File: config.mk
export PLATFORM = sky130hd
export DESIGN_NAME = ulsu_line_status
export DESIGN_NICKNAME = d
export VERILOG_FILES = /design/src/hdl/ulsu_pkg.sv /design/src/hdl/ulsu_tx_shifter.sv /design/src/hdl/ulsu_line_status.sv
export SDC_FILE = /design/constraint.sdc
export NUM_CORES = 1
export LEC_CHECK = 0
export BUFFER_PORTS_ARGS = -buffer_cell sky130_fd_sc_hd__buf_2
export CORE_AREA = 2 2 284 286
export DETAILED_ROUTE_END_ITERATION = 8
export DIE_AREA = 0 0 286 288
export SETUP_SLACK_MARGIN = 0.2
export SYNTH_ARGS = -nofsm -noshare
export SYNTH_HDL_FRONTEND = slang
export SYNTH_SLANG_ARGS = --single-unit
File: constraint.sdc
create_clock -name CLK_SYS -period 3.5 [get_ports CLK_SYS]
set_input_delay 0.7 -clock CLK_SYS [delete_from_list [all_inputs] [get_ports CLK_SYS]]
set_output_delay 0.7 -clock CLK_SYS [all_outputs]
set_load 0.05 [all_outputs]
File: src/hdl/ulsu_pkg.sv
/*
 Shared constants and carriers for the UART line status block: register
 byte offsets, status bit positions, control layout and reset value,
 buffer depths and bit timing.
 Assumes a 25 MHz system clock and a 32-bit Avalon-MM register bus.
*/
package ulsu_pkg;

	localparam logic [3:0] ADDR_DATA    = 4'h0;
	localparam logic [3:0] ADDR_STATUS  = 4'h4;
	localparam logic [3:0] ADDR_CONTROL = 4'h8;

	localparam int BIT_FIFO_ERR      = 7;
	localparam int BIT_TX_ALL_EMPTY  = 6;
	localparam int BIT_TX_HOLD_EMPTY = 5;
	localparam int BIT_BREAK         = 4;
	localparam int BIT_FRAMING       = 3;

	localparam logic [7:0] CONTROL_RESET = 8'hA0;
	localparam logic [7:0] BREAK_CHAR    = 8'h00;

	localparam int RX_DEPTH = 32;
	localparam int TX_DEPTH = 32;

	localparam int CLK_HZ    = 25000000;
	localparam int BAUD_RATE = 115200;
	localparam int BIT_DIV   = CLK_HZ / BAUD_RATE;

	// Serial frame sent by the shifter: start, eight data, one stop
	localparam logic [3:0] TX_FRAME_BITS = 4'hA;

	typedef struct packed {
		logic [7:0] data;
		logic       parity_err;
		logic       frame_err;
		logic       brk;
	} ulsu_rx_char_t;

	typedef struct packed {
		logic [3:0] frame_bits;
		logic [1:0] unused;
		logic       tx_irq_en;
		logic       fifo_en;
	} ulsu_control_t;

endpackage

File: src/hdl/ulsu_tx_shifter.sv
/*
 Transmit shift register: takes one byte, holds the line high until the
 next bit tick, then sends start, data LSB first, stop, one bit per tick.
 Assumes a one-cycle bit tick from a divider on the same clock.
*/
module ulsu_tx_shifter (
	input  wire logic       clk,
	input  wire logic       rst_b,
	input  wire logic       bit_tick,
	input  wire logic       load,
	input  wire logic [7:0] load_data,
	output logic            busy,
	output logic            serial_out
);

	logic [10:0] shreg;
	logic [3:0]  left;

	always_ff @(posedge clk) begin
		if (!rst_b) begin
			shreg <= 11'h7FF;
			left  <= 4'h0;
		end else if (load && left == 4'h0) begin
			// Idle lead bit: the tick runs free, so without it the
			// start bit could be cut short by the tick phase
			shreg <= {1'b1, load_data, 1'b0, 1'b1};
			left  <= ulsu_pkg::TX_FRAME_BITS + 4'h1;
		end else if (bit_tick && left != 4'h0) begin
			shreg <= {1'b1, shreg[10:1]};
			left  <= left - 4'h1;
		end
	end

	assign busy       = (left != 4'h0);
	assign serial_out = shreg[0];

endmodule

File: src/hdl/ulsu_line_status.sv
/*
 UART line status upper bits with the receive buffer, transmit buffer,
 transmit shifter and break detector that feed them, behind an
 Avalon-MM slave with one wait state.
 Assumes a receiver outside that delivers whole characters with their
 parity and framing error flags as one-cycle strobes, and a serial
 receive line synchronous to CLK_SYS. The parity, overrun and data
 ready status bits are not kept here and read 0. Changing the FIFO
 mode does not flush either buffer, so software should let both
 empty first.
*/
// Implementation choices: the register offsets and the Avalon-MM slave port.
module ulsu_line_status #(
	parameter int RX_DEPTH = ulsu_pkg::RX_DEPTH,
	parameter int TX_DEPTH = ulsu_pkg::TX_DEPTH,
	parameter int BIT_DIV  = ulsu_pkg::BIT_DIV
) (
	input  wire logic        CLK_SYS,
	input  wire logic        RST_B,
	input  wire logic [3:0]  AVS_ADDRESS,
	input  wire logic        AVS_READ,
	input  wire logic        AVS_WRITE,
	input  wire logic [31:0] AVS_WRITEDATA,
	input  wire logic [3:0]  AVS_BYTEENABLE,
	output logic      [31:0] AVS_READDATA,
	output logic             AVS_WAITREQUEST,
	input  wire logic        RX_SERIAL,
	input  wire logic        RX_CHAR_VALID,
	input  wire logic [7:0]  RX_CHAR_DATA,
	input  wire logic        RX_CHAR_PARITY_ERR,
	input  wire logic        RX_CHAR_FRAME_ERR,
	output logic             TX_SERIAL,
	output logic             TX_EMPTY_IRQ
);

	// Counts need one more value than the depth, pointers do not
	localparam int RXP = (RX_DEPTH > 1) ? $clog2(RX_DEPTH) : 1;
	localparam int RXC = $clog2(RX_DEPTH + 1);
	localparam int TXP = (TX_DEPTH > 1) ? $clog2(TX_DEPTH) : 1;
	localparam int TXC = $clog2(TX_DEPTH + 1);
	localparam int DVW = (BIT_DIV > 1) ? $clog2(BIT_DIV) : 1;

	// Bus slave: one wait state, side effects at the accepting edge.
	// ack drops after each answer, so a strobe held high starts a new
	// access rather than repeating the side effects of the last one.
	logic                    ack;
	logic [31:0]             next_readdata;
	ulsu_pkg::ulsu_control_t control;

	wire req        = AVS_READ | AVS_WRITE;
	wire fire       = req & ack;
	wire lane0      = AVS_BYTEENABLE[0];
	wire hit_data   = (AVS_ADDRESS == ulsu_pkg::ADDR_DATA);
	wire hit_status = (AVS_ADDRESS == ulsu_pkg::ADDR_STATUS);
	wire hit_ctl    = (AVS_ADDRESS == ulsu_pkg::ADDR_CONTROL);
	wire fifo_en    = control.fifo_en;

	always_ff @(posedge CLK_SYS) begin
		if (!RST_B) begin
			ack          <= 1'b0;
			AVS_READDATA <= 32'h0000_0000;
		end else begin
			ack          <= req & ~ack;
			AVS_READDATA <= next_readdata;
		end
	end

	assign AVS_WAITREQUEST = req & ~ack;

	wire ctl_write = fire & AVS_WRITE & hit_ctl & lane0;

	// Only the low lane is kept; the upper lanes of the word are ignored
	always_ff @(posedge CLK_SYS) begin
		if (!RST_B) begin
			control <= ulsu_pkg::CONTROL_RESET;
		end else if (ctl_write) begin
			control <= AVS_WRITEDATA[7:0];
		end
	end

	// Bit tick divider shared by break detector and shifter
	// One pulse every BIT_DIV clocks; it never pauses between frames.
	logic [DVW-1:0] div_cnt;
	wire div_wrap = (div_cnt == DVW'(BIT_DIV - 1));

	always_ff @(posedge CLK_SYS) begin
		if (!RST_B) begin
			div_cnt <= '0;
		end else begin
			div_cnt <= div_wrap ? '0 : div_cnt + DVW'(1);
		end
	end

	wire bit_tick = div_wrap;

	// Break detector; the tick phase is free running, so the low time
	// is measured to within one bit of the frame time.
	logic [3:0] low_bits;
	wire low_step = bit_tick & ~RX_SERIAL & (low_bits < control.frame_bits);

	always_ff @(posedge CLK_SYS) begin
		if (!RST_B) begin
			low_bits <= 4'h0;
		end else if (RX_SERIAL) begin
			low_bits <= 4'h0;
		end else if (low_step) begin
			low_bits <= low_bits + 4'h1;
		end
	end

	wire break_event = low_step & (low_bits == control.frame_bits - 4'h1);

	// Receive buffer; one slot deep outside FIFO mode, where it acts as
	// the holding register. Each slot keeps its own error bits, so the
	// summary flag follows the data as it is read out.
	ulsu_pkg::ulsu_rx_char_t rx_mem [RX_DEPTH];
	ulsu_pkg::ulsu_rx_char_t rx_in;
	logic [RX_DEPTH-1:0]     rx_occ;
	logic [RX_DEPTH-1:0]     rx_slot_err;
	logic [RXP-1:0]          rx_wr_ptr;
	logic [RXP-1:0]          rx_rd_ptr;
	logic [RXC-1:0]          rx_count;

	wire [RXC-1:0] rx_limit = fifo_en ? RXC'(RX_DEPTH) : RXC'(1);
	wire rx_full  = (rx_count >= rx_limit);
	wire rx_empty = (rx_count == '0);
	// A break wins over a character arriving in the same cycle
	wire rx_push  = (RX_CHAR_VALID | break_event) & ~rx_full;
	wire rx_pop   = fire & AVS_READ & hit_data & ~rx_empty;

	assign rx_in.data       = break_event ? ulsu_pkg::BREAK_CHAR
	                                      : RX_CHAR_DATA;
	assign rx_in.parity_err = ~break_event & RX_CHAR_PARITY_ERR;
	assign rx_in.frame_err  = ~break_event & RX_CHAR_FRAME_ERR;
	assign rx_in.brk        = break_event;

	// Write and read pointers meet only when empty or full, and then
	// the pop or the push is refused, so no slot sees both at once.
	genvar gi;
	generate
		for (gi = 0; gi < RX_DEPTH; gi++) begin : g_rx_slot
			wire wr_here = rx_push & (rx_wr_ptr == RXP'(gi));
			wire rd_here = rx_pop & (rx_rd_ptr == RXP'(gi));

			always_ff @(posedge CLK_SYS) begin
				if (!RST_B) begin
					rx_occ[gi] <= 1'b0;
					rx_mem[gi] <= '0;
				end else if (wr_here) begin
					rx_occ[gi] <= 1'b1;
					rx_mem[gi] <= rx_in;
				end else if (rd_here) begin
					rx_occ[gi] <= 1'b0;
				end
			end

			assign rx_slot_err[gi] = rx_occ[gi] & (rx_mem[gi].parity_err
			                       | rx_mem[gi].frame_err | rx_mem[gi].brk);
		end
	endgenerate

	wire [RXP-1:0] rx_wr_next = (rx_wr_ptr == RXP'(RX_DEPTH - 1))
	                          ? '0 : rx_wr_ptr + RXP'(1);
	wire [RXP-1:0] rx_rd_next = (rx_rd_ptr == RXP'(RX_DEPTH - 1))
	                          ? '0 : rx_rd_ptr + RXP'(1);

	always_ff @(posedge CLK_SYS) begin
		if (!RST_B) begin
			rx_wr_ptr <= '0;
			rx_rd_ptr <= '0;
			rx_count  <= '0;
		end else begin
			if (rx_push)
				rx_wr_ptr <= rx_wr_next;
			if (rx_pop)
				rx_rd_ptr <= rx_rd_next;
			rx_count <= rx_count + RXC'(rx_push) - RXC'(rx_pop);
		end
	end

	// Transmit buffer; one slot deep outside FIFO mode, where it is the
	// holding register. A write to a full buffer is dropped, not queued.
	logic [7:0]     tx_mem [TX_DEPTH];
	logic [TXP-1:0] tx_wr_ptr;
	logic [TXP-1:0] tx_rd_ptr;
	logic [TXC-1:0] tx_count;
	logic           shifter_busy;

	wire [TXC-1:0] tx_limit = fifo_en ? TXC'(TX_DEPTH) : TXC'(1);
	wire tx_empty = (tx_count == '0);
	wire tx_load  = fire & AVS_WRITE & hit_data & lane0
	              & (tx_count < tx_limit);
	// With the shifter idle the move follows the load by one cycle.
	// Move to shifter empties holding
	wire tx_move  = ~tx_empty & ~shifter_busy;

	wire [TXP-1:0] tx_wr_next = (tx_wr_ptr == TXP'(TX_DEPTH - 1))
	                          ? '0 : tx_wr_ptr + TXP'(1);
	wire [TXP-1:0] tx_rd_next = (tx_rd_ptr == TXP'(TX_DEPTH - 1))
	                          ? '0 : tx_rd_ptr + TXP'(1);

	always_ff @(posedge CLK_SYS) begin
		if (tx_load)
			tx_mem[tx_wr_ptr] <= AVS_WRITEDATA[7:0];
	end

	always_ff @(posedge CLK_SYS) begin
		if (!RST_B) begin
			tx_wr_ptr <= '0;
			tx_rd_ptr <= '0;
			tx_count  <= '0;
		end else begin
			if (tx_load)
				tx_wr_ptr <= tx_wr_next;
			if (tx_move)
				tx_rd_ptr <= tx_rd_next;
			tx_count <= tx_count + TXC'(tx_load) - TXC'(tx_move);
		end
	end

	// The shifter counts as busy from the move, before its start bit
	ulsu_tx_shifter u_shifter (
		.clk        (CLK_SYS),
		.rst_b      (RST_B),
		.bit_tick   (bit_tick),
		.load       (tx_move),
		.load_data  (tx_mem[tx_rd_ptr]),
		.busy       (shifter_busy),
		.serial_out (TX_SERIAL)
	);

	// Status flags
	logic break_flag;
	wire  status_read = fire & AVS_READ & hit_status;

	// Cleared at the accepting edge of any status read, which reports the flag as it was in its first cycle;
	// a break in the accepting cycle is kept for the next read.
	// Sticky break, set wins
	always_ff @(posedge CLK_SYS) begin
		if (!RST_B) begin
			break_flag <= 1'b0;
		end else if (break_event) begin
			break_flag <= 1'b1;
		end else if (status_read) begin
			break_flag <= 1'b0;
		end
	end

	// Outside FIFO mode the summary reads 0.
	// Summary clears with last error
	wire fifo_err_flag = fifo_en & (|rx_slot_err);
	wire tx_all_empty  = tx_empty & ~shifter_busy;
	wire tx_hold_empty = tx_empty;
	wire framing_flag  = ~rx_empty & rx_mem[rx_rd_ptr].frame_err;

	logic [7:0] line_status;

	always_comb begin
		line_status                              = 8'h00;
		line_status[ulsu_pkg::BIT_FIFO_ERR]      = fifo_err_flag;
		line_status[ulsu_pkg::BIT_TX_ALL_EMPTY]  = tx_all_empty;
		line_status[ulsu_pkg::BIT_TX_HOLD_EMPTY] = tx_hold_empty;
		line_status[ulsu_pkg::BIT_BREAK]         = break_flag;
		line_status[ulsu_pkg::BIT_FRAMING]       = framing_flag;
	end

	wire [7:0] rx_top = rx_empty ? 8'h00 : rx_mem[rx_rd_ptr].data;

	// Read data is captured in the first cycle of a read, so the master
	// sees the state from the start of its request.
	wire        rd_first = AVS_READ & ~ack;
	wire [31:0] rd_data  = {24'h000000, rx_top};
	wire [31:0] rd_stat  = {24'h000000, line_status};
	wire [31:0] rd_ctl   = {24'h000000, control};

	assign next_readdata = ~rd_first  ? 32'h0000_0000 :
	                       hit_data   ? rd_data :
	                       hit_status ? rd_stat :
	                       hit_ctl    ? rd_ctl :
	                                    32'h0000_0000;

	assign TX_EMPTY_IRQ = control.tx_irq_en & tx_hold_empty;

endmodule

; Word level (Yosys, flattened, before mapping)
; Memory sizes are Yosys's and may differ from the RTL's. A register that Yosys moved wholly into a read port is not among the register bits.
; Index checks and enable logic that the tools add are counted.
[totals]
reg_bits = 132
ram_bits = 608
in_bits = 56
output_inout_bits = 35
wordCells = 628
mem_count = 2
[classes]
n_addsub = 12
order_cmp = 3
eq_ne = 68
mux = 215
n_bitwise = 227
reduce_logical = 49
[mem_list]
columns = name, depth, word_bits, rd, rd_ports_with_merged_regs, wr, line_no
row1 = rx_mem, 32, 11, 33, 1, 32, ulsu_line_status.sv:116  ; ulsu_pkg::ulsu_rx_char_t rx_mem [RX_DEPTH];
row2 = tx_mem, 32, 8, 1, 1, 1, ulsu_line_status.sv:183  ; logic [7:0] tx_mem [TX_DEPTH];
[ops]
columns = operator, n
row1 = 2-to-1 mux 11 bit, 32
row2 = equality test 5 bit (second input constant), 34
row3 = 2-to-1 mux 1 bit, 165
row4 = AND 1 bit, 120
row5 = OR 1 bit, 98
row6 = equality test 5 x 4 -> 1 bit (second input constant), 16
row7 = nonzero test 2 bit, 34
row8 = equality test 5 x 3 -> 1 bit (second input constant), 8
row9 = 2-to-1 mux 5 bit, 8
row10 = 2-to-1 mux 8 bit, 5
row11 = OR reduction 32 bit, 1
row12 = adder 5 x 1 -> 5 bit (second input constant), 4
row13 = equality test 5 x 2 -> 1 bit (second input constant), 4
row14 = 2-to-1 mux 10 bit, 2
row15 = adder 6 x 1 -> 6 bit, 2
row16 = logical NOT 6 bit, 2
row17 = subtractor 6 x 1 -> 6 bit, 2
row18 = equality test 5 x 1 -> 1 bit (second input constant), 2
row19 = logical NOT 5 bit, 2
row20 = NOT 1 bit, 9
row21 = adder 8 x 1 -> 8 bit (second input constant), 1
row22 = equality test 8 bit (second input constant), 1
row23 = logical NOT 4 bit, 2
row24 = 2-to-1 mux 4 bit, 2
row25 = other kinds (14), 18

; Logic depth before layout (Yosys ltp)
; Gate-level depths: netlist (run 1).
[logic_depth]
ltp_word = 11
mapped_depth = 17
depth_no_buf = 17

; Cells and area by module
; A second synthesis (run 1) with hierarchy kept.
[hier_totals]
hier_cells = 2131
area_unflattened_um2 = 31204.9
[by_module_without_submodules]
columns = mod, n_inst, cells_each, area_per_inst_um2, seq_area_each_um2
row1 = ulsu_line_status, 1, 2054, 30548.0, 20339.5
row2 = ulsu_tx_shifter, 1, 77, 656.9, 280.3

; Worst setup path after synthesis (run 1)
; No wires, ideal clock.
[synth_path]
kind = in2reg
start = input RX_SERIAL
end = register rx_count[4]
t_arrival_ps = 3617
required_time_ps = 3372
setup_slack_ps = -244
stages = 14
path_cell_list = or4_1 > or4_1 > a21oi_1 > buf_1 > inv_1 > ha_1 > inv_1 > ha_1 > fa_1 > a21oi_1 > nor2_1 > nor2_1 > xor2_1 > nor2_1
[synth_between]
elab_chain_len = 8
[synth_lines]
columns = element, line_no
row1 = from (decl), ulsu_line_status.sv:27  ; input wire logic RX_SERIAL,
row2 = NOT 1 bit, ulsu_line_status.sv:99  ; wire low_step = bit_tick & ~RX_SERIAL & (low_bits < control.frame_bits);
row3 = AND 1 bit (2 in a row), ulsu_line_status.sv:99
row4 = AND 1 bit, ulsu_line_status.sv:111  ; wire break_event = low_step & (low_bits == control.frame_bits - 4'h1);
row5 = OR 1 bit, ulsu_line_status.sv:128  ; wire rx_push = (RX_CHAR_VALID | break_event) & ~rx_full;
row6 = AND 1 bit, ulsu_line_status.sv:128
row7 = adder 6 x 1 -> 6 bit, ulsu_line_status.sv:177  ; rx_count <= rx_count + RXC'(rx_push) - RXC'(rx_pop);
row8 = subtractor 6 x 1 -> 6 bit, ulsu_line_status.sv:177
row9 = to (signal assigned), ulsu_line_status.sv:177
row10 = to (decl), ulsu_line_status.sv:122  ; logic [RXC-1:0] rx_count;
; Every way passes these cells.
; A chain may end at the register's enable or synchronous reset.

; Worst setup path after layout (run 1)
[layout_path]
start = register control[5] (netlist bit)
end = register rx_count[4]
[layout_between]
elab_chain_len = 7
word_cells_on_any_way = 9
classes_between = add/sub: 3 / order compare: 1 / eq/ne: 1 / bitwise: 4
[layout_lines]
columns = element, line_no
row1 = from (decl), ulsu_line_status.sv:48  ; ulsu_pkg::ulsu_control_t control;
row2 = from (signal assigned), ulsu_line_status.sv:75  ; control <= ulsu_pkg::CONTROL_RESET;
row3 = from (signal assigned), ulsu_line_status.sv:77  ; control <= AVS_WRITEDATA[7:0];
row4 = subtractor 4 x 1 -> 4 bit or < comparator 4 bit (tied branches), "ulsu_line_status.sv:111, ulsu_line_status.sv:99"
row5 = equality test 4 bit or AND 1 bit (tied branches), "ulsu_line_status.sv:111, ulsu_line_status.sv:99"
row6 = AND 1 bit (*), ulsu_line_status.sv:111
row7 = OR 1 bit (*), ulsu_line_status.sv:128
row8 = AND 1 bit (*), ulsu_line_status.sv:128
row9 = adder 6 x 1 -> 6 bit (*), ulsu_line_status.sv:177
row10 = subtractor 6 x 1 -> 6 bit (*), ulsu_line_status.sv:177
; Mark *: on every way between the ends. The rest lies on a longest branch, timed or not.

==> metrics.cfg, run 1 <==
[worst_setup_path]
worstPathRequired_ns=3.99
crit_type=reg -> reg
crit_path_max_fanout=2
critPathCaptureType=flop
worstPathArrival_ns=3.85
slowest_stage=or4_4
max_stage_delay_ns=0.53
cp_num_buf_inv=3
crit_chain=inv_2 > ha_4 > xnor2_1 > or3_1 > or4_4 > a21oi_4 > inv_2 > ha_4 > inv_2 > ha_4 > fa_2 > a21oi_2 > nor2_1 > nor2_1 > xor2_1 > nor2_1
startpoint_type=flop
path_delay_family=simple AND/OR/NAND/NOR gates

[yosys]
syn-cell-area_um2=30700
synthArstFlopShare=0
netlist_instances=2150
synth_top_area_frac=0.595
synth-seq-cells=726
synth.distinct_cells=58
yosysWarnings=0
synth_edf_count=608
yosys.area.top_type=edfxtp_1
seq_area_frac_synth=0.672
syn_avg_cell_area_um2=14.3
synth_flop_cell=edfxtp_1
ys_top_cells_by_area=edfxtp_1, mux4_2, dfxtp_1

[final_layout]
layout.area.seq_um2=20600
antennaDiodeCount=0
final_cells=3391
finalNetCount=2374
drive_gt1_frac=0.210
final_cell_area_um2=35400
fillCellCount=7079
syn_to_final_growth_pct=15.3
multi_input_area_um2=9300

[global_route]
grt_pass1_wl_um=115000
track_usage=0.187
antenna_found_initial=1
grt_pass1_vias=18436
gr-total-overflow=0
grt_max_degree=58

[placement]
gp_congestion=0.839
port-buffer-count=39
postPlaceCellArea_um2=32900
dp_hpwl_um=49700
placed_cells=3246

[timing]
timing_hold_violations_final=0
grt_setup_unrepaired=true
slew_headroom=0.387
drv_slew=0
setup_tns_ns=0
holdWs_ns=0.380
finalSetupViolCount=0
skew_ns=0.0212
min_period_ns=3.36
max_freq_mhz=298
tightest_slew_ns=0.910
finalCritPeriodShare=0.960

[routing]
avgViaCountPerCell=5.39
antenna_left=0
drt-total-wl_um=76600
wl_per_cell_um=22.6
drt_iter0_markers=1698
drc=0
num_vias=18273
first_pass_iters=6

[floorplan]
initial_core_util=0.385
die_w_um=286
dieArea_um2=82400
die_y_um=288
rows=104
core_um2=79600
boundaryPins=91

[power]
fin_total_pwr_w=0.0209
p_leak_nw=12.4
peakVddDrop_v=0.000504
power_density_nw_per_um2=592

[clocking]
clk_latency_ns=0.63
cts_num_sinks=726
clock-root-buffer=clkbuf_16
cts_tree=yes
htreeDepth=3
clk_path_buf_depth=3
clkTransAtPathRegs_ns=0.06
cts.hold.buffers_added=0
cts_buffers=78

[hold_path]
min-delay-path-class=in -> reg

[job]
drv_cap=0

[run_status]
outcome=complete, no violations

-- final cells by class --
| cell class | instances | area share |
|---|---|---|
| inverters | 45 | 0.00477 |
| multi-input cells | 1226 | 0.263 |
| well taps | 1060 | 0.0375 |
| repair buffers | 190 | 0.0428 |
| clock inverters | 40 | 0.00958 |
| flip-flops and latches | 726 | 0.583 |
| clock buffers | 104 | 0.0594 |
-- synth_stat cells, drive strengths merged, types with 2 or more instances --
library cell / n
a31oi: 4
mux2i: 49
or3: 3
xor2: 9
o31ai: 33
nor2b: 16
edfxtp: 608
mux2: 3
nor4: 5
a2111oi: 2
mux4: 144
or2: 2
clkinv: 2
o21ai: 48
a211oi: 24
o211ai: 29
or3b: 2
nand2b: 12
and2: 3
fa: 2
nand4: 14
ha: 49
nand3: 60
o21bai: 2
nand2: 125
a21oi: 37
and3: 11
a22oi: 3
nor4b: 2
inv: 43
clkbuf: 73
dfxtp: 118
or4: 5
xnor2: 13
nand3b: 9
o311ai: 8
o2111ai: 10
a21o: 3
buf: 103
nor2: 441
nor3: 9
-- routing by layer --
metal | track usage | routed length [um] | vias up
met5 | 0 | 0 | -
met4 | 0.0575 | 1880 | 0
met3 | 0.0289 | 5000 | 128
met2 | 0.320 | 38400 | 659
met1 | 0.246 | 31300 | 9296
li1 | - | - | 8190
-- report_power, final --
group          leakage, nW  internal [W]  switching (W)
Clock                 1.19       0.00448        0.00340
Combinational         4.33       0.00130        0.00181
Sequential            6.89       0.00974       0.000214
Total                 12.4        0.0155        0.00542
-- per-stage QoR --
step | setup slack [ns] | util
floorplan | 0.0264 | -
finish | 0.142 | 0.444
detailed placement | -0.0968 | 0.413
global route | 0.00698 | 0.444
CTS | 0.127 | 0.443
global placement | -0.175 | 0.413
-- path summary, 6_finish.rpt --
path / start / end / slack, ns / depth (start not counted)
max: control[5]$_SDFFE_PN1P_ / rx_count[4]$_SDFF_PN0_ / 0.14 / 16
min: AVS_WRITE / ack$_SDFF_PN0_ / 0.38 / 3
max reg2reg: control[5]$_SDFFE_PN1P_ / rx_count[4]$_SDFF_PN0_ / 0.14 / 16
min reg2reg: rx_occ[31]$_SDFFE_PN0P_ / rx_occ[31]$_SDFFE_PN0P_ / 0.46 / 2
-- worst reg2reg max path, stage by stage, from the launching register on --
cell     delay (ns)
dfxtp_2        0.33
inv_2          0.05
ha_4           0.23
xnor2_1        0.12
or3_1          0.38
or4_4          0.53
a21oi_4        0.18
inv_2          0.07
ha_4           0.26
inv_2          0.04
ha_4           0.15
fa_2           0.35
a21oi_2        0.16
nor2_1         0.06
nor2_1         0.12
xor2_1         0.17
nor2_1         0.05
-- registers in the layout (all words and copies together) (netlist names), 6 cells and up, named ones only --
register,count
tx_mem,256
div_cnt,8
AVS_READDATA,8
rx_count,6
u_shifter.shreg,10
rx_mem,352
rx_occ,32
control,7
tx_count,6
-- cell families after synthesis --
| family | share of synthesized area |
|---|---|
| compound gates | 0.0462 |
| xor+xnor | 0.00705 |
| fa+ha+maj | 0.0213 |
| buf+inv | 0.0312 |
| flops | 0.672 |
| mux | 0.123 |
| other cells | 0.000122 |
| simple gates | 0.0997 |
-- what timing repair did --
action | CTS | global route
gates resized for setup | 7 | 24
pin swaps | 0 | 12
setup endpoints to repair | 159 | 362
setup buffers | 0 | 1
-- cells in the final DEF (no fill, tap or decap), types with 5 or more instances in the layout --
cell type / n
edfxtp_1: 608
nor2_1: 441
mux4_2: 144
buf_4: 135
nand2_1: 123
dfxtp_1: 107
clkbuf_16: 79
nand3_1: 60
mux2i_1: 49
o21ai_0: 45
ha_1: 45
buf_2: 39
inv_1: 36
a21oi_1: 34
o31ai_1: 33
o211ai_1: 29
conb_1: 24
a211oi_1: 23
clkbuf_1: 22
nor2b_1: 16
clkinv_2: 15
nand4_1: 14
buf_12: 14
xnor2_1: 13
clkinv_1: 13
and3_1: 11
o2111ai_1: 10
nor3_1: 9
nand3b_1: 9
xor2_1: 9
o311ai_0: 8
dfxtp_2: 8
inv_2: 7
nand2b_1: 6
nand2b_2: 6
nor4_1: 5
No activity file was read; power rests on OpenSTA's default activity.
==> run 2: changes to the inputs <==
- CELL_PAD_IN_SITES_DETAIL_PLACEMENT: default -> 0
- CELL_PAD_IN_SITES_GLOBAL_PLACEMENT: default -> 1
- PLACE_DENSITY_LB_ADDON: default -> 0.1
==> run 2 against run 1 <==
- worst hold slack improved by 0.022 ns
- highest routed layer is now met5
- non-clock buffer count grew 21
- largest power group unchanged
- largest cell class unchanged
- clock power grew 6.3%
- register-to-register slack better by 0.02 ns
- total power grew 3.5%
- first-iteration DRC count down 15%
- combinational power is 6.4% higher
- sequential cell count is the same
- final area increased by 1.2%
- clock skew down 0.0012 ns
==> metrics.cfg, run 2 (synthesis gave the netlist of run 1 again) <==
[job]
drv_cap=0  ; unchanged

[timing]
finalCritPeriodShare=0.954  ; was 0.960
finalSetupViolCount=0  ; unchanged
timing_hold_violations_final=0  ; unchanged
max_freq_mhz=299  ; was 298 MHz
slew_headroom=0.393  ; was 0.387
tightest_slew_ns=0.908  ; was 0.910 ns
grt_setup_unrepaired=true  ; unchanged
drv_slew=0  ; unchanged
min_period_ns=3.34  ; was 3.36 ns
skew_ns=0.0200  ; was 0.0212 ns

[final_layout]
final_cell_area_um2=35800  ; was 35400 um^2
fillCellCount=7199  ; was 7079
final_common_cell=edfxtp_1  ; unchanged
antennaDiodeCount=0  ; unchanged
largest_register_ffs=352  ; unchanged
regMostFlops=rx_mem  ; unchanged
reg_top3=rx_mem: 352 flops, tx_mem: 256 flops, rx_occ: 32 flops  ; unchanged
syn_to_final_growth_pct=16.7  ; was 15.3%
finalNetCount=2399  ; was 2374
final_cell_mix=edfxtp_1, nor2_1, buf_4, mux4_2, nand2_1  ; was edfxtp_1, nor2_1, mux4_2, buf_4, nand2_1
drive_gt1_frac=0.216  ; was 0.210
utilization=0.450  ; was 0.444

[floorplan]
rows=104  ; unchanged
boundaryPins=91  ; unchanged
die_w_um=286  ; unchanged
initial_core_util=0.385  ; unchanged
die_y_um=288  ; unchanged
core_um2=79600  ; unchanged
dieArea_um2=82400  ; unchanged

[placement]
gp_congestion=0.836  ; was 0.839
dp_hpwl_um=54200  ; was 49700 um
postPlaceCellArea_um2=33100  ; was 32900 um^2
port-buffer-count=39  ; unchanged

[worst_setup_path]
worstPathRequired_ns=3.98  ; was 3.99 ns
crit_chain=buf_4 > ha_1 > or3_1 > or4_4 > a21oi_4 > inv_2 > ha_4 > inv_2 > ha_4 > fa_2 > a21oi_2 > nor2_1 > nor2_1 > xor2_1 > nor2_1  ; was inv_2 > ha_4 > xnor2_1 > or3_1 > or4_4 > a21oi_4 > inv_2 > ha_4 > inv_2 > ha_4 > fa_2 > a21oi_2 > nor2_1 > nor2_1 > xor2_1 > nor2_1
timing.rr.end=rx_count[4]$_SDFF_PN0_  ; unchanged
critPathCaptureType=flop  ; unchanged
r2r_start=control[4]$_SDFFE_PN0P_  ; was control[5]$_SDFFE_PN1P_
crit_type=reg -> reg  ; unchanged
max_stage_delay_ns=0.53  ; about the same
crit_top_cell=nor2_1
slowest_stage=or4_4  ; unchanged
worstPathArrival_ns=3.82  ; was 3.85 ns
startpoint_type=flop  ; unchanged
r2r_cells=15  ; was 16
reg2reg_slack_ns=0.16  ; was 0.14 ns
crit_path_max_fanout=3  ; was 2

[global_route]
grt_pass1_vias=18285  ; was 18.4k
gr-total-overflow=0  ; unchanged
track_usage=0.207  ; was 0.187
grt_max_degree=61  ; was 58
antenna_found_initial=2  ; was 1
grt_pass1_wl_um=123000  ; was 115000 um

[routing]
drc=0  ; unchanged
avgViaCountPerCell=5.21  ; was 5.39
drt-total-wl_um=84200  ; was 76600 um
antenna_left=0  ; unchanged
drt_iter0_markers=1449  ; was 1698
wl_per_cell_um=24.6  ; was 22.6 um
num_vias=17807  ; was 18.3k
first_pass_iters=8  ; was 6

[hold_path]
min-delay-path-class=in -> reg  ; unchanged
min_to=ack$_SDFF_PN0_  ; unchanged
hold_path_startpoint=AVS_WRITE  ; unchanged
min_path_cells=3  ; unchanged

[clocking]
htreeDepth=3  ; unchanged
cts_num_sinks=726  ; unchanged
cts_tree=yes  ; unchanged
clk_latency_ns=0.62  ; was 0.63 ns
clkTransAtPathRegs_ns=0.06  ; about the same
clk_path_buf_depth=3  ; unchanged
clock-root-buffer=clkbuf_16  ; unchanged
cts_buffers=82  ; was 78
cts.hold.buffers_added=0  ; unchanged

[run_status]
outcome=complete, no violations  ; unchanged

[power]
power_density_nw_per_um2=605  ; was 592 nW/um^2
p_leak_nw=12.6  ; was 12.4 nW
peakVddDrop_v=0.000413  ; was 0.000504 V

==> run 2: cell type report <==
type / count / area (um^2) / area share
tap: 1060 / 1330 / 0.0370
inverter: 45 / 169 / 0.00472
sequential: 726 / 20600 / 0.576
clock buffer: 113 / 2350 / 0.0657
multi-input combinational: 1226 / 9290 / 0.259
clock inverter: 38 / 275 / 0.00769
timing repair buffer: 211 / 1760 / 0.0490
==> run 2: per-layer routing <==
layer,up-vias,global-route usage,wire [um]
li1,8236,-,-
met1,9112,0.265,35100
met2,339,0.362,43200
met3,116,0.0304,3210
met4,4,0.0654,2550
met5,-,0,27
==> run 2: worst max path at each step <==
stage / startpoint / to / slack [ns] / depth (start not counted)
after floorplan: RX_SERIAL / rx_mem[17][0]$_SDFFCE_PN0P_ / 0.03 / 7
after global placement: RX_SERIAL / rx_mem[13][6]$_SDFFCE_PN0P_ / -0.08 / 8
after detailed placement: RX_SERIAL / rx_mem[13][3]$_SDFFCE_PN0P_ / -0.13 / 8
after CTS: control[4]$_SDFFE_PN0P_ / rx_count[4]$_SDFF_PN0_ / 0.13 / 15
after global routing: div_cnt[0]$_SDFF_PP0_ / rx_count[4]$_SDFF_PN0_ / -0.005 / 16
final: control[4]$_SDFFE_PN0P_ / rx_count[4]$_SDFF_PN0_ / 0.16 / 15
==> run 2: metrics by stage <==
stage	total power, W	instances	hold WS [ns]	TNS (ns)	setup slack [ns]
after global placement	0.0134	3265	0.444	-1.01	-0.0807
final	0.0217	3419	0.402	0	0.161
after detailed placement	0.0135	3265	0.448	-1.76	-0.134
after CTS	0.0219	3417	0.353	0	0.128
after floorplan	0.0122	2173	0.415	0	0.0264
after global routing	0.0226	3419	0.417	-0.00547	-0.00547
==> run 2: worst max-delay path, delay by kind of cell (launching register included) <==
family / cells / cell delay [ns]
XOR/XNOR: 1 / 0.16
flip-flops: 1 / 0.33
AND/OR/NAND/NOR: 5 / 1.14
buffers and inverters: 3 / 0.24
AO/OA/AOI/OAI: 2 / 0.30
adder cells (fa/ha/maj): 4 / 1.06
==> run 2: where the power goes <==
group,switching [W],total (W),internal (W)
combinational,0.00192,0.00331,0.00138
clock,0.00340,0.00838,0.00498
sequential,0.000241,0.00998,0.00974
==> run 2: repair_timing <==
action                     in CTS  in global routing
setup buffers                   1                  2
setup endpoints to repair     306                 81
gates resized for setup        10                 14
pin swaps                       1                  6
